File: src/shared/icg_consts.svh
`ifndef ICG_CONSTS_SVH
`define ICG_CONSTS_SVH

// wishbone register map, byte addresses
`define ICG_ADDR_CMD 8'h00
`define ICG_ADDR_CFG 8'h04
`define ICG_ADDR_STATE 8'h08
`define ICG_ADDR_RESP 8'h0c
`define ICG_ADDR_STAT 8'h10
`define ICG_ADDR_PIN 8'h14

// command word fields
`define ICG_OPCODE_INFO 8'h30
`define ICG_CMD_OP_MSB 31
`define ICG_CMD_OP_LSB 24
`define ICG_CMD_MODE_MSB 23
`define ICG_CMD_MODE_LSB 16

// info modes
`define ICG_MODE_STATE 8'h02
`define ICG_MODE_PIN 8'h03

// address configuration byte bits
`define ICG_CFG_SUBMODE_BIT 3
`define ICG_CFG_DEFAULT_BIT 2

// second parameter bits
`define ICG_P2_DIR_BIT 1
`define ICG_P2_LEVEL_BIT 0

// error codes
`define ICG_ERR_PARSE 8'h03
`define ICG_ERR_EXEC 8'h0f

// timing: execution delay of one cycle at 250 MHz
`define ICG_EXEC_NS 4
`define ICG_CLK_NS 4
`define ICG_EXEC_CYC ((`ICG_EXEC_NS + `ICG_CLK_NS - 1) / `ICG_CLK_NS)

`endif

File: src/shared/icg_pkg.sv
package icg_pkg;
  typedef enum logic [1:0] {
    ICG_PIN_DISABLED,
    ICG_PIN_AUTH,
    ICG_PIN_INPUT,
    ICG_PIN_OUTPUT
  } icg_pin_fn_t;

  typedef enum {
    ICG_IDLE,
    ICG_EXEC,
    ICG_DONE
  } icg_state_t;
endpackage : icg_pkg

File: src/hw/icg_info_cmd.sv
// Local design decisions: the placing of the registers and the Wishbone register port.
`timescale 1ns/1ps
`include "icg_consts.svh"
module icg_info_cmd import icg_pkg::*; (
  // clock and reset
  input wire logic clk,
  input wire logic rst_b,
  // wishbone slave
  input wire logic wbCyc,
  input wire logic wbStb,
  input wire logic wbWe,
  input wire logic [7:0] wbAdr,
  input wire logic [31:0] wbDatW,
  input wire logic [3:0] wbSel,
  output logic [31:0] wbDatR,
  output logic wbAck,
  // device state events
  input wire logic authDone,
  input wire logic [3:0] authSlot,
  input wire logic authClear,
  input wire logic volatileSeedEvent,
  input wire logic nonvolatileSeedEvent,
  // gpio pin
  input wire logic gpioIn,
  output logic gpioOut,
  output logic gpioOe
);
  logic wrStrobe;
  logic [7:0] wrAddr;
  logic [31:0] wrData;
  logic [3:0] wrSel;
  logic [31:0] readMux;

  // bus slave: registered ack one cycle after the request
  icg_wb_slave uBus (
    .clk(clk),
    .rst_b(rst_b),
    .wbCyc(wbCyc),
    .wbStb(wbStb),
    .wbWe(wbWe),
    .wbAdr(wbAdr),
    .wbDatW(wbDatW),
    .wbSel(wbSel),
    .wbDatR(wbDatR),
    .wbAck(wbAck),
    .readMux(readMux),
    .wrStrobe(wrStrobe),
    .wrAddr(wrAddr),
    .wrData(wrData),
    .wrSel(wrSel)
  );

  // configuration: addr cfg byte, pin function, interface select, signal key slot
  logic [7:0] addrCfg_r;
  logic [7:0] addrCfg_nxt;
  logic [1:0] pinFnRaw_r;
  logic [1:0] pinFnRaw_nxt;
  logic singleWire_r;
  logic singleWire_nxt;
  logic [3:0] signalKeySlot_r;
  logic [3:0] signalKeySlot_nxt;
  icg_pin_fn_t pinFn;
  assign pinFn = icg_pin_fn_t'(pinFnRaw_r);

  // decoded register writes; a command needs all four byte lanes
  logic cfgWrite;
  logic cmdWrite;
  assign cfgWrite = wrStrobe && (wrAddr == `ICG_ADDR_CFG);
  assign cmdWrite = wrStrobe && (wrAddr == `ICG_ADDR_CMD) && (wrSel == 4'hf);

  always_comb begin
    addrCfg_nxt = addrCfg_r;
    pinFnRaw_nxt = pinFnRaw_r;
    singleWire_nxt = singleWire_r;
    signalKeySlot_nxt = signalKeySlot_r;
    if (cfgWrite) begin
      if (wrSel[0]) begin
        addrCfg_nxt = wrData[7:0];
      end
      if (wrSel[1]) begin
        pinFnRaw_nxt = wrData[9:8];
        singleWire_nxt = wrData[12];
      end
      if (wrSel[2]) begin
        signalKeySlot_nxt = wrData[19:16];
      end
    end
  end

  always_ff @(posedge clk) begin
    if (!rst_b) begin
      addrCfg_r <= 8'h00;
      pinFnRaw_r <= 2'h0;
      singleWire_r <= 1'b1;
      signalKeySlot_r <= 4'h0;
    end else begin
      addrCfg_r <= addrCfg_nxt;
      pinFnRaw_r <= pinFnRaw_nxt;
      singleWire_r <= singleWire_nxt;
      signalKeySlot_r <= signalKeySlot_nxt;
    end
  end

  // dynamic state flags; hardware set wins over clear
  logic authorization_valid_flag_r;
  logic authorization_valid_flag_nxt;
  logic [3:0] authSlot_r;
  logic [3:0] authSlot_nxt;
  logic volSeed_r;
  logic volSeed_nxt;
  logic nvSeed_r;
  logic nvSeed_nxt;

  always_comb begin
    authorization_valid_flag_nxt = authorization_valid_flag_r;
    authSlot_nxt = authSlot_r;
    volSeed_nxt = volSeed_r | volatileSeedEvent;
    nvSeed_nxt = nvSeed_r | nonvolatileSeedEvent;
    if (authClear) begin
      authorization_valid_flag_nxt = 1'b0;
    end
    if (authDone) begin
      authorization_valid_flag_nxt = 1'b1;
      authSlot_nxt = authSlot;
    end
  end

  always_ff @(posedge clk) begin
    if (!rst_b) begin
      authorization_valid_flag_r <= 1'b0;
      authSlot_r <= 4'h0;
      volSeed_r <= 1'b0;
      nvSeed_r <= 1'b0;
    end else begin
      authorization_valid_flag_r <= authorization_valid_flag_nxt;
      authSlot_r <= authSlot_nxt;
      volSeed_r <= volSeed_nxt;
      nvSeed_r <= nvSeed_nxt;
    end
  end

  // command engine
  icg_state_t st_r;
  icg_state_t st_nxt;
  logic [31:0] cmd_r;
  logic [31:0] cmd_nxt;
  logic [31:0] resp_r;
  logic [31:0] resp_nxt;
  logic [7:0] errCode_r;
  logic [7:0] errCode_nxt;
  logic busy_r;
  logic busy_nxt;
  logic done_r;
  logic done_nxt;
  logic [7:0] execCode;
  logic [31:0] execResp;
  logic execPin;

  // pin controller interface
  logic pinGo;
  logic pinErr;
  logic [7:0] pinState;
  logic pinOutW;
  logic pinOeW;
  logic latchW;
  logic [7:0] opcode;
  logic [7:0] mode;
  logic [15:0] secondParameter;
  logic authMatch;
  logic [7:0] stateByte1;

  // command word fields
  assign opcode = cmd_r[`ICG_CMD_OP_MSB:`ICG_CMD_OP_LSB];
  assign mode = cmd_r[`ICG_CMD_MODE_MSB:`ICG_CMD_MODE_LSB];
  assign secondParameter = cmd_r[15:0];
  // authorization pin function: latch writes and non-default drive need a valid authorization on the signal key slot
  assign authMatch = authorization_valid_flag_r && (authSlot_r == signalKeySlot_r);

  // state-reporting byte
  always_comb begin
    stateByte1 = 8'h00;
    stateByte1[6:3] = authSlot_r;
    stateByte1[2] = authorization_valid_flag_r;
    stateByte1[1] = volSeed_r;
    stateByte1[0] = nvSeed_r;
  end

  // result of the latched command, applied in the exec state
  always_comb begin
    execCode = 8'h00;
    execResp = 32'h0;
    execPin = 1'b0;
    if (opcode != `ICG_OPCODE_INFO) begin
      execCode = `ICG_ERR_PARSE;
    end else begin
      case (mode)
        `ICG_MODE_STATE: begin
          execResp = {8'h00, stateByte1, 8'h00, 8'h00};
        end
        `ICG_MODE_PIN: begin
          execPin = 1'b1;
          if (pinErr) begin
            execCode = `ICG_ERR_EXEC;
          end else begin
            execResp = {pinState, 24'h0};
          end
        end
        default: begin
          execCode = `ICG_ERR_PARSE;
        end
      endcase
    end
  end

  // idle takes a command, exec latches its result, done flags completion
  always_comb begin
    st_nxt = st_r;
    cmd_nxt = cmd_r;
    resp_nxt = resp_r;
    errCode_nxt = errCode_r;
    busy_nxt = busy_r;
    done_nxt = done_r;
    pinGo = 1'b0;
    case (st_r)
      ICG_IDLE: begin
        if (cmdWrite) begin
          cmd_nxt = wrData;
          busy_nxt = 1'b1;
          done_nxt = 1'b0;
          st_nxt = ICG_EXEC;
        end
      end
      ICG_EXEC: begin
        st_nxt = ICG_DONE;
        errCode_nxt = execCode;
        resp_nxt = execResp;
        pinGo = execPin & ~pinErr;
      end
      ICG_DONE: begin
        busy_nxt = 1'b0;
        done_nxt = 1'b1;
        st_nxt = ICG_IDLE;
      end
      default: st_nxt = ICG_IDLE;
    endcase
  end

  always_ff @(posedge clk) begin
    if (!rst_b) begin
      st_r <= ICG_IDLE;
      cmd_r <= 32'h0;
      resp_r <= 32'h0;
      errCode_r <= 8'h00;
      busy_r <= 1'b0;
      done_r <= 1'b0;
    end else begin
      st_r <= st_nxt;
      cmd_r <= cmd_nxt;
      resp_r <= resp_nxt;
      errCode_r <= errCode_nxt;
      busy_r <= busy_nxt;
      done_r <= done_nxt;
    end
  end

  // pin controller: drive, direction and intrusion latch
  icg_pin_ctrl uPin (
    .clk(clk),
    .rst_b(rst_b),
    .go(pinGo),
    .secondParameter(secondParameter),
    .addrCfg(addrCfg_r),
    .pinFn(pinFn),
    .singleWire(singleWire_r),
    .authMatch(authMatch),
    .gpioIn(gpioIn),
    .err(pinErr),
    .stateByte(pinState),
    .pinOut(pinOutW),
    .pinOe(pinOeW),
    .intrusionLatch(latchW)
  );

  // pin drive comes straight from the controller flops
  assign gpioOut = pinOutW;
  assign gpioOe = pinOeW;

  // readback words; unmapped offsets read zero
  logic [31:0] cfgWord;
  logic [31:0] statWord;
  logic [31:0] pinWord;
  logic [31:0] stateWord;
  assign cfgWord = {12'h0, signalKeySlot_r, 3'h0, singleWire_r, 2'h0, pinFnRaw_r, addrCfg_r};
  assign statWord = {16'h0, errCode_r, 6'h0, done_r, busy_r};
  assign pinWord = {29'h0, latchW, pinOeW, pinOutW};
  assign stateWord = {24'h0, stateByte1};

  always_comb begin
    readMux = 32'h0;
    case (wbAdr)
      `ICG_ADDR_CMD: begin
        readMux = cmd_r;
      end
      `ICG_ADDR_CFG: begin
        readMux = cfgWord;
      end
      `ICG_ADDR_STATE: begin
        readMux = stateWord;
      end
      `ICG_ADDR_RESP: begin
        readMux = resp_r;
      end
      `ICG_ADDR_STAT: begin
        readMux = statWord;
      end
      `ICG_ADDR_PIN: begin
        readMux = pinWord;
      end
      default: begin
        readMux = 32'h0;
      end
    endcase
  end
endmodule : icg_info_cmd

File: src/hw/icg_pin_ctrl.sv
`timescale 1ns/1ps
`include "icg_consts.svh"
module icg_pin_ctrl import icg_pkg::*; (
  // clock and reset
  input wire logic clk,
  input wire logic rst_b,
  // request
  input wire logic go,
  input wire logic [15:0] secondParameter,
  input wire logic [7:0] addrCfg,
  input wire icg_pin_fn_t pinFn,
  input wire logic singleWire,
  input wire logic authMatch,
  // pin
  input wire logic gpioIn,
  // result
  output logic err,
  output logic [7:0] stateByte,
  output logic pinOut,
  output logic pinOe,
  output logic intrusionLatch
);
  logic out_r, out_nxt, oe_r, oe_nxt, latch_r, latch_nxt;
  logic dirOut, lvl, dflt, intrusionSub;

  assign dirOut = secondParameter[`ICG_P2_DIR_BIT];
  assign lvl = secondParameter[`ICG_P2_LEVEL_BIT];
  assign dflt = addrCfg[`ICG_CFG_DEFAULT_BIT];
  assign intrusionSub = addrCfg[`ICG_CFG_SUBMODE_BIT];

  always_comb begin
    out_nxt = out_r;
    oe_nxt = oe_r;
    latch_nxt = latch_r;
    err = 1'b0;
    stateByte = 8'h00;
    case (pinFn)
      ICG_PIN_DISABLED: begin
        err = 1'b1;
      end
      ICG_PIN_AUTH: begin
        if (intrusionSub) begin
          stateByte = {7'h0, latch_r};
          if (go && dirOut && authMatch) begin
            latch_nxt = lvl;
          end
        end else begin
          stateByte = {7'h0, out_r};
          if (go && dirOut) begin
            oe_nxt = 1'b1;
            if (lvl == dflt) begin
              out_nxt = dflt;
            end else if (authMatch) begin
              out_nxt = ~dflt;
            end
          end
        end
      end
      ICG_PIN_INPUT: begin
        stateByte = {7'h0, gpioIn};
        err = dirOut;
      end
      ICG_PIN_OUTPUT: begin
        stateByte = {7'h0, oe_r ? out_r : gpioIn};
        if (go) begin
          oe_nxt = dirOut;
          if (dirOut) begin
            out_nxt = lvl;
          end
        end
      end
      default: err = 1'b1;
    endcase
    if (!singleWire) begin
      err = 1'b1;
    end
    if (err) begin
      out_nxt = out_r;
      oe_nxt = oe_r;
      latch_nxt = latch_r;
    end
  end

  always_ff @(posedge clk) begin
    if (!rst_b) begin
      out_r <= 1'b0;
      oe_r <= 1'b0;
      latch_r <= 1'b0;
    end else begin
      out_r <= out_nxt;
      oe_r <= oe_nxt;
      latch_r <= latch_nxt;
    end
  end

  assign pinOut = out_r;
  assign pinOe = oe_r;
  assign intrusionLatch = latch_r;
endmodule : icg_pin_ctrl

File: src/hw/icg_wb_slave.sv
`timescale 1ns/1ps
`include "icg_consts.svh"
module icg_wb_slave import icg_pkg::*; (
  // clock and reset
  input wire logic clk,
  input wire logic rst_b,
  // wishbone
  input wire logic wbCyc,
  input wire logic wbStb,
  input wire logic wbWe,
  input wire logic [7:0] wbAdr,
  input wire logic [31:0] wbDatW,
  input wire logic [3:0] wbSel,
  output logic [31:0] wbDatR,
  output logic wbAck,
  // register side
  input wire logic [31:0] readMux,
  output logic wrStrobe,
  output logic [7:0] wrAddr,
  output logic [31:0] wrData,
  output logic [3:0] wrSel
);
  logic ack_r, ack_nxt;
  logic [31:0] dat_r, dat_nxt;

  always_comb begin
    ack_nxt = wbCyc & wbStb & ~ack_r;
    dat_nxt = dat_r;
    if (ack_nxt & ~wbWe) begin
      dat_nxt = readMux;
    end
  end

  always_ff @(posedge clk) begin
    if (!rst_b) begin
      ack_r <= 1'b0;
      dat_r <= 32'h0;
    end else begin
      ack_r <= ack_nxt;
      dat_r <= dat_nxt;
    end
  end

  // write acts in the ack cycle, so once per access
  assign wrStrobe = wbCyc & wbStb & wbWe & ack_r;
  assign wrAddr = wbAdr;
  assign wrData = wbDatW;
  assign wrSel = wbSel;
  assign wbAck = ack_r;
  assign wbDatR = dat_r;
endmodule : icg_wb_slave

File: config.mk
export PLATFORM = sky130hd
export DESIGN_NAME = icg_info_cmd
export DESIGN_NICKNAME = d
export VERILOG_FILES = /design/src/shared/icg_pkg.sv /design/src/hw/icg_info_cmd.sv /design/src/hw/icg_pin_ctrl.sv /design/src/hw/icg_wb_slave.sv
export VERILOG_INCLUDE_DIRS = /design/src /design/src/shared
export SDC_FILE = /design/constraint.sdc
export NUM_CORES = 1
export LEC_CHECK = 0
export CORE_MARGIN = 2
export CORE_UTILIZATION = 25
export DETAILED_ROUTE_END_ITERATION = 10
export DONT_BUFFER_PORTS = 1
export HOLD_SLACK_MARGIN = 0.06
export PLACE_DENSITY = 0.35
export SLEW_MARGIN = 20
export SYNTH_ARGS = -nofsm -noshare
export SYNTH_HDL_FRONTEND = slang
export SYNTH_SLANG_ARGS = --single-unit
File: constraint.sdc
create_clock -name clk -period 2.5 [get_ports clk]
set_input_delay 0.5 -clock clk [delete_from_list [all_inputs] [get_ports clk]]
set_output_delay 0.5 -clock clk [all_outputs]
set_load 0.01 [all_outputs]
# After elaboration in Yosys (flattened, before gate mapping)
# Cells that the tools add are included.
# word_totals
register_bits	164
input_bits	58
elab_cells	107
out_inout_bits	35
# op_classes
reduce_logical	20
n_eq_ne	22
n_mux	34
bitwise_logic	12
# ops
operator	n
$pmux 32 s6	1
$pmux 32 s2	2
$mux 32	3
$eq 32x1->1 const B	1
$eq 32x2->1 const B	1
$logic_not 32->1	1
$pmux 8 s3	1
$mux 1	19
$eq 8x2->1 const B	2
$eq 8x4->1 const B	2
$eq 8x5->1 const B	2
$pmux 1 s2	5
$reduce_and 2->1	5
$eq 8x3->1 const B	1
$logic_not 8->1	1
$mux 4	2
$ne 8x6->1 const B	1
$pmux 4 s2	1
$reduce_and 7->1	1
$and 1x1->1	6
$logic_and 1x1->1	6
$ne 2x2->1 const B	3
$reduce_bool 2->1	3
$reduce_and 5->1	1
other kinds (11)	17

# Longest topological paths before layout
# Gate-level depths: netlist of run 1.
# depth
ltp_word	10
ltp_mapped	8
depth_no_buf	5

# By module
# From an unflattened synthesis of run 1, not the netlist that was laid out.
# hier_totals
hier_cells	645
hier_area_um2	5695.5
# by_module_without_submodules
mod	instances	cells_per_inst	area_each_um2	seq_area_each_um2
icg_info_cmd	1	423	3706.1	1501.4
icg_wb_slave	1	187	1725.4	660.6
icg_pin_ctrl	1	35	264.0	60.1

# Worst setup path after synthesis of run 1
# No wires, ideal clock.
# synth_timing
path_kind	input to register
from	in wbAdr[7]
to	reg addrCfg_r[0]
path_slack_ns	0.324
t_arrival_ns	2.049
setup_time_ns	0.128
cell_stages	6
required_time_ns	2.372
path_buffers	1
path_cell_list	or3_1 -> clkbuf_1 -> nor4b_2 -> nand2_1 -> mux2i_1 -> nor2_1
# synth_via
elab_chain_len	3
# synth_rtl
item	line	text
start: declaration	icg_info_cmd.sv:12	input wire logic [7:0] wbAdr,
$eq 8x3->1	n/a	
$logic_and 1x1->1	icg_info_cmd.sv:68	assign cfgWrite = wrStrobe && (wrAddr == `ICG_ADDR_CFG);
$reduce_and 2->1 (no source line)	n/a	
end signal: assignment	icg_info_cmd.sv:97	addrCfg_r <= addrCfg_nxt;
end: declaration	icg_info_cmd.sv:54	logic [7:0] addrCfg_r;
# No other way between the ends.
# A chain may end at the register's enable or synchronous reset.

# Worst setup path in the final report of run 1
# layout_timing
from	reg cmd_r[18]
to	reg uPin.out_r (netlist: uPin.pinOut)
# layout_via
elab_chain_len	8
elab_cells_between_ends	9
cone_classes	eq/ne: 3; mux: 3; bitwise: 1; reduce/logical: 2
# layout_rtl
item	line	text
start: declaration	icg_info_cmd.sv:145	logic [31:0] cmd_r;
start signal: assignment	icg_info_cmd.sv:258	cmd_r <= cmd_nxt;
$eq 8x2->1 (*)	icg_info_cmd.sv:196	case (mode)
$mux 1 (*)	icg_info_cmd.sv:196	
$mux 1 (*)	icg_info_cmd.sv:193	if (opcode != `ICG_OPCODE_INFO) begin
$and 1x1->1 (*)	icg_info_cmd.sv:237	pinGo = execPin & ~pinErr;
$mux 1 (*)	icg_info_cmd.sv:224	case (st_r)
$logic_and 1x1->1	icg_pin_ctrl.sv:49	if (go && dirOut) begin
$ne 2x1->1 (no source line)	n/a	
$reduce_and 7->1 (no source line) (*)	n/a	
end signal: assignment	icg_pin_ctrl.sv:90	out_r <= out_nxt;
end: declaration	icg_pin_ctrl.sv:23	logic out_r, out_nxt, oe_r, oe_nxt, latch_r, latch_nxt;
# Every way passes the cells marked *; elsewhere a longest branch is shown, timed or not.

==> results of run 1 <==
-- layout make-up --
| class | count | area, um2 | share of cell area |
|---|---|---|---|
| Inverter | 6 | 22.52 | 0.004599 |
| Clock inverter | 4 | 70.07 | 0.01431 |
| Tap cell | 220 | 275.3 | 0.05621 |
| Timing Repair Buffer | 18 | 160.2 | 0.03270 |
| Multi-Input combinational cell | 373 | 2048 | 0.4182 |
| Clock buffer | 10 | 239.0 | 0.04880 |
| Sequential cell | 104 | 2082 | 0.4251 |
-- metal layers --
layer,track usage,wire length [um],vias up
li1,-,-,1771
met1,0.2045,6376,1703
met2,0.2476,6291,99
met3,0.06044,1137,14
met4,0.04152,195,0
met5,0,0,-
-- Yosys cell counts (4+ instances only) --
master / n / area [um2]
a21oi_1: 59 / 295.3
a22oi_1: 20 / 150.1
o21ai_0: 15 / 75.07
nor2b_1: 5 / 31.28
a22o_1: 4 / 35.03
clkbuf_1: 21 / 78.83
dfxtp_1: 104 / 2082
nor2_1: 55 / 206.5
xnor2_1: 4 / 35.03
nand3_1: 17 / 85.08
nor3_1: 8 / 40.04
buf_1: 7 / 26.28
nand2b_1: 4 / 25.02
mux2i_1: 30 / 300.3
inv_1: 6 / 22.52
or3_1: 4 / 25.02
a31oi_1: 4 / 25.02
nand2_1: 112 / 420.4
-- power by group --
group          internal [mW]  switching (mW)
logic                 0.0290          0.0607
clock network          0.891           0.613
registers               1.66          0.0134
total                   2.58           0.687
-- final timing paths --
| check | cells past startpoint | endpoint |
|---|---|---|
| worst max register to register | 5 | uPin.pinOut$_SDFFE_PN0P_ |
| worst min register to register | 2 | cmd_r[11]$_SDFFE_PN0P_ |
| worst min-delay path | 1 | singleWire_r$_SDFFE_PN1P_ |
| worst max-delay path | 5 | uPin.pinOut$_SDFFE_PN0P_ |
-- placed cells by master (no fill, tap or decap), types with 3 or more instances in the layout --
master and instances:
a22o_1 4, nor2_1 55, nor3_1 8, nand2_1 112, mux2i_1 30, nand2b_1 4
a22oi_1 20, nor2b_1 5, a31oi_1 4, o21ai_0 15, or3_1 4, a21oi_1 59
buf_4 16, clkbuf_16 9, nor4_1 3, nand3_1 17, inv_1 5, xnor2_1 4
dfxtp_1 104
-- registers in the layout (all words and copies together) (netlist names) --
register,flops
cmd_r,32
uBus.wbDatR,32
addrCfg_r,8
resp_r,8
authSlot_r,4
signalKeySlot_r,4
errCode_r,2
pinFn,2
st_r,2
authorization_valid_flag_r,1
busy_r,1
done_r,1
nvSeed_r,1
singleWire_r,1
uBus.wbAck,1
uPin.intrusionLatch,1
uPin.pinOe,1
uPin.pinOut,1
volSeed_r,1
-- worst register-to-register path: stages (launching register included) --
cell	delay (ps)
dfxtp_1	330
nor4b_2	350
nand4_2	200
or4b_4	560
or4b_1	510
a21oi_1	150
-- kinds of logic (layout without fill, tap and decap cells) --
| logic type | count (synthesis) | count (layout) | synth area share |
|---|---|---|---|
| buf+inv | 39 | 38 | 0.03620 |
| compound gates | 111 | 111 | 0.1542 |
| xor+xnor | 5 | 5 | 0.01022 |
| mux | 32 | 32 | 0.07533 |
| simple gates | 225 | 225 | 0.2382 |
| flops | 104 | 104 | 0.4858 |
-- stage by stage --
step | utilization | cell area [um2] | setup slack, ps
finish | 0.2943 | 4897 | 345.7
global route | 0.2943 | 4897 | 231.0
CTS | 0.2943 | 4897 | 359.5
detailed placement | 0.2757 | 4588 | 303.7
global placement | 0.2757 | 4588 | 307.4
floorplan | - | 4285 | 323.8
==> flow_summary.ini, run 1 <==
[floorplan]
initial_core_util = 0.2575
dieArea_um2 = 18200
io_pins = 93
row_count = 47
coreArea_um2 = 16640
die_w_um = 134.9
die_h_um = 134.9

[global_routing]
grt_overflow = 0
grtUsageTotal = 0.1582
antenna_found_initial = 0
grt_pass1_wl_um = 21440
first_global_vias = 3597
grt_max_degree = 95

[placement]
place_hpwl_um = 10150
portBuffers = 0
place_inst = 721
place_congestion = 0.8584

[worst_setup_path]
cp.required_ps = 2780
crit_chain = nor4b_2 -> nand4_2 -> or4b_4 -> or4b_1 -> a21oi_1
critical_path.top_delay_family = simple AND/OR/NAND/NOR gates
crit_arrival_ps = 2440
cp_num_buf_inv = 0
r2r_setup_slack_ps = 350
worst_path_largest_cell_delay_ps = 560
worstPathMaxFanout = 5
startpoint_type = register
criticalPathCategory = register to register
reg2reg_from = cmd_r[18]$_SDFFE_PN0P_
critPathLaunch = cmd_r[18]$_SDFFE_PN0P_
crit_path_end_kind = register
worst_path_max_delay_cell = or4b_4

[clocking]
post-cts-setup-buffers = 0
cts_tree = yes
cts_resized = 0
cts_sinks = 104
clock_latency_ps = 350
cts_root_buf = clkbuf_16
cts_htree_levels = 3
clkTransAtPathRegs_ps = 70
ctsHoldBuffers = 0
cts_buffers = 9
clock_path_buffers = 2

[drt]
remaining_drc_errors = 0
wire_per_inst_um = 19.05
wirelength_um = 14000
ant_nets = 0
initialDrtViolationCount = 193
vias = 3587
via_per_inst = 4.880
drt_pass1_iterations = 4

[synth]
ys.flop_type = dfxtp_1
synth_cell_type_count = 43
syn_inst = 516
seq_area_frac_synth = 0.4858
synthArstFlopShare = 0
syn-cell-area_um2 = 4285
syn_nets = 574
postSynthAreaPerCell_um2 = 8.305
synth_edf_count = 0
yosys_warnings = 0
ys_ff_latch = 104

[sta]
final_hold_viol_count = 0
grt_setup_unrepaired = false
max_slew.worst_pin.slew_ps = 710.5
slew_viol_final = 0
fin_crit_ps = 2154
setup_tns_ps = 0
period_share = 0.8617
hold-worst-slack_ps = 220.8
finClkSkew_ps = 10.55
max_freq_mhz = 464.2
setup_viol = 0
slew_headroom = 0.5246

[power_and_ir_drop]
power_mw = 3.270
ir_drop_mv = 0.3136
power.density_nw_per_um2 = 667.7
power.leakage_nw = 1.655

[final_layout]
final_cells = 735
n_fill_cell = 1791
area_growth_pct = 14.28
finalNetCount = 570
layout-drive-gt1-share = 0.08155
antenna_cells = 0

[hold_path]
hp-class = primary input to register
min_from = rst_b

[flow_run]
drv_cap = 0

[run_status]
status = finished, final reports clean
Power figures use the tool's default switching activity.
==> run 2, diff against run 1 <==
--- a/config.mk
+++ b/config.mk
@@ -6,6 +6,7 @@
 export SDC_FILE = /design/constraint.sdc
 export NUM_CORES = 1
 export LEC_CHECK = 0
+export ABC_AREA = 1
 export CORE_MARGIN = 2
 export CORE_UTILIZATION = 25
 export DETAILED_ROUTE_END_ITERATION = 10
==> run 2 against run 1 <==
- via count is 9.7% higher
- synthesized area increased by 2.2%
- die area up 2.2%
- sequential share of layout area down 0.38 points
- worst hold slack gained 37 ps
- sequential power about the same
- setup slack better by 160 ps
- register-to-register slack better by 160 ps
- critical path depth rose by 1
- non-clock buffer count is 9 lower
- critical endpoint is now cmd_r[13]$_SDFFE_PN0P_
- maximum frequency grew 8.1%
==> flow_summary.ini, run 2 <==
[floorplan]
coreArea_um2 = 17240
io_pins = 93
row_count = 48
die_w_um = 136.4
initial_core_util = 0.2542
die_h_um = 136.4
dieArea_um2 = 18600

[synth]
netlist_top_cells_area = dfxtp_1 (48%), nand2_1 (12%), nor2_1 (7.9%), a21oi_1 (7.2%), o21ai_0 (5.4%)
postSynthAreaPerCell_um2 = 7.102
syn-cell-area_um2 = 4382
netlist_top_cells_count = nand2_1 (144), dfxtp_1 (104), nor2_1 (92)
syn_inst = 617
synth_cell_type_count = 29
yosys.area.top_type = dfxtp_1
synth_top_area_share = 0.4752
yosys_warnings = 0
seq_area_frac_synth = 0.4752
ys_ff_latch = 104
synthArstFlopShare = 0
ys.flop_type = dfxtp_1
synth_edf_count = 0
yosys.cell_count.top_type = nand2_1
syn_nets = 675

[final_layout]
finalNetCount = 669
area_growth_pct = 12.76
layout-drive-gt1-share = 0.06981
final_common_cell = nand2_1
final_area_um2 = 4941
antenna_cells = 0
final_cell_mix = nand2_1 (144), dfxtp_1 (104), nor2_1 (92)

[global_routing]
antenna_found_initial = 0
grt_overflow = 0
first_global_vias = 3821
grtUsageTotal = 0.1683
grt_pass1_wl_um = 22970
grt_max_degree = 57

[hold_path]
hp-class = primary input to register

[clocking]
ctsHoldBuffers = 0
cts_buffers = 9
clock_latency_ps = 360
cts_htree_levels = 3
post-cts-setup-buffers = 0
clkTransAtPathRegs_ps = 70
cts_sinks = 104
clock_path_buffers = 2
cts_tree = yes
cts_resized = 0
cts_root_buf = clkbuf_16

[drt]
vias = 3935
wire_per_inst_um = 17.71
initialDrtViolationCount = 238
wl_met2_um = 6180
ant_nets = 0
top_layer_used = met4
wirelength_um = 14890
wl_met3_um = 1133
wl_met1_um = 7266
drt_pass1_iterations = 4
via_per_inst = 4.679
remaining_drc_errors = 0

[sta]
fin_crit_ps = 1992
slew_viol_final = 0
final_hold_viol_count = 0
setup_viol = 0
slew_headroom = 0.6157
grt_setup_unrepaired = false
max_slew.worst_pin.slew_ps = 576.5
setup_tns_ps = 0
finClkSkew_ps = 8.651
max_freq_mhz = 502.0
period_share = 0.7968

[placement]
place_congestion = 0.8249
portBuffers = 0
place_hpwl_um = 11340
place_area_um2 = 4633

[worst_setup_path]
crit_arrival_ps = 2280
startpoint_type = register
crit_path_end_kind = register
critPathLaunch = uBus.wbAck$_SDFF_PN0_
reg2reg_from = uBus.wbAck$_SDFF_PN0_
reg2regPathDepth = 6
r2r_setup_slack_ps = 510
worstPathMaxFanout = 23
crit_end = cmd_r[13]$_SDFFE_PN0P_
reg2reg_to = cmd_r[13]$_SDFFE_PN0P_
criticalPathCategory = register to register
cp.required_ps = 2790

[run_status]
status = finished, final reports clean

[flow_run]
drv_cap = 0

[power_and_ir_drop]
ir_drop_mv = 0.3287
power.density_nw_per_um2 = 660.0
power.leakage_nw = 1.714
-- run 2: cell types whose count changed after synthesis, moves of 5 or more --
cell,previous run,this run
inv_1,6,44
nor2_1,55,92
nand2_1,112,144
o21ai_0,15,47
mux2i_1,30,0
a22oi_1,20,1
o21ai_1,0,19
buf_1,7,0
inv_2,0,7
o211ai_1,0,7
nand3_1,17,22
nand4_1,2,7
nor2b_1,5,0
-- run 2: power by group --
| group | leakage, nW | switching, mW | internal [mW] |
|---|---|---|---|
| Sequential | 0.839 | 0.0104 | 1.66 |
| Clock | 0.149 | 0.666 | 0.835 |
| Combinational | 0.725 | 0.0597 | 0.0259 |
| Total | 1.71 | 0.736 | 2.52 |
-- run 2: area by class of cell --
cell class | count | area (um2)
Clock buffer | 12 | 256.5
Inverter | 51 | 191.4
Fill cell | 1913 | 12300
Tap cell | 225 | 281.5
Multi-Input combinational cell | 436 | 1998
Timing Repair Buffer | 9 | 80.08
Sequential cell | 104 | 2082
Clock inverter | 4 | 51.30
-- run 2: worst max-delay path, stage by stage (launching register included) --
cell and delay [ps]:
dfxtp_1 440, nand4_1 330, nor3_1 290, nand2_2 260
inv_2 420, nor2_1 70, nor2_1 110
-- run 2: worst min path at each step --
stage                                 startpoint                         to  slack, ps  cells after the start
after global placement    cmd_r[12]$_SDFFE_PN0P_     cmd_r[12]$_SDFFE_PN0P_        440                      2
after detailed placement  cmd_r[12]$_SDFFE_PN0P_     cmd_r[12]$_SDFFE_PN0P_        440                      2
final                       nonvolatileSeedEvent        nvSeed_r$_SDFF_PN0_        260                      2
after floorplan           cmd_r[10]$_SDFFE_PN0P_     cmd_r[10]$_SDFFE_PN0P_        420                      2
after CTS                                  rst_b  singleWire_r$_SDFFE_PN1P_        220                      1
after global routing                       rst_b  singleWire_r$_SDFFE_PN1P_        240                      1
-- run 2: layer usage --
layer / up-vias / global-route usage
met1: 1796 / 0.2395
met3: 18 / 0.03729
met5: - / 0
met2: 111 / 0.2451
li1: 2010 / -
met4: 0 / 0.06655
-- run 2: cell families (layout without fill, tap and decap cells) --
logic type / count (synthesis) / in the layout / share of synthesized area
AOI/OAI and AO/OA: 147 / 147 / 0.1756
buffers and inverters: 77 / 76 / 0.06882
DFF: 104 / 104 / 0.4752
and+or+nand+nor: 289 / 289 / 0.2804
-- run 2: stage by stage --
| stage | setup WS [ps] | std cells | total power [mW] | util | hold slack (ps) |
|---|---|---|---|---|---|
| 2_1_floorplan | 843.6 | 617 | 1.783 | - | 423.7 |
| 3_3_place_gp | 307.1 | 825 | 1.800 | 0.2688 | 437.3 |
| 3_5_place_dp | 292.9 | 825 | 1.801 | 0.2688 | 438.2 |
| 4_1_cts | 477.5 | 841 | 3.312 | 0.2867 | 222.5 |
| 5_1_grt | 239.1 | 841 | 3.391 | 0.2867 | 239.3 |
| 6_report | 508.0 | 841 | 3.261 | 0.2867 | 257.9 |
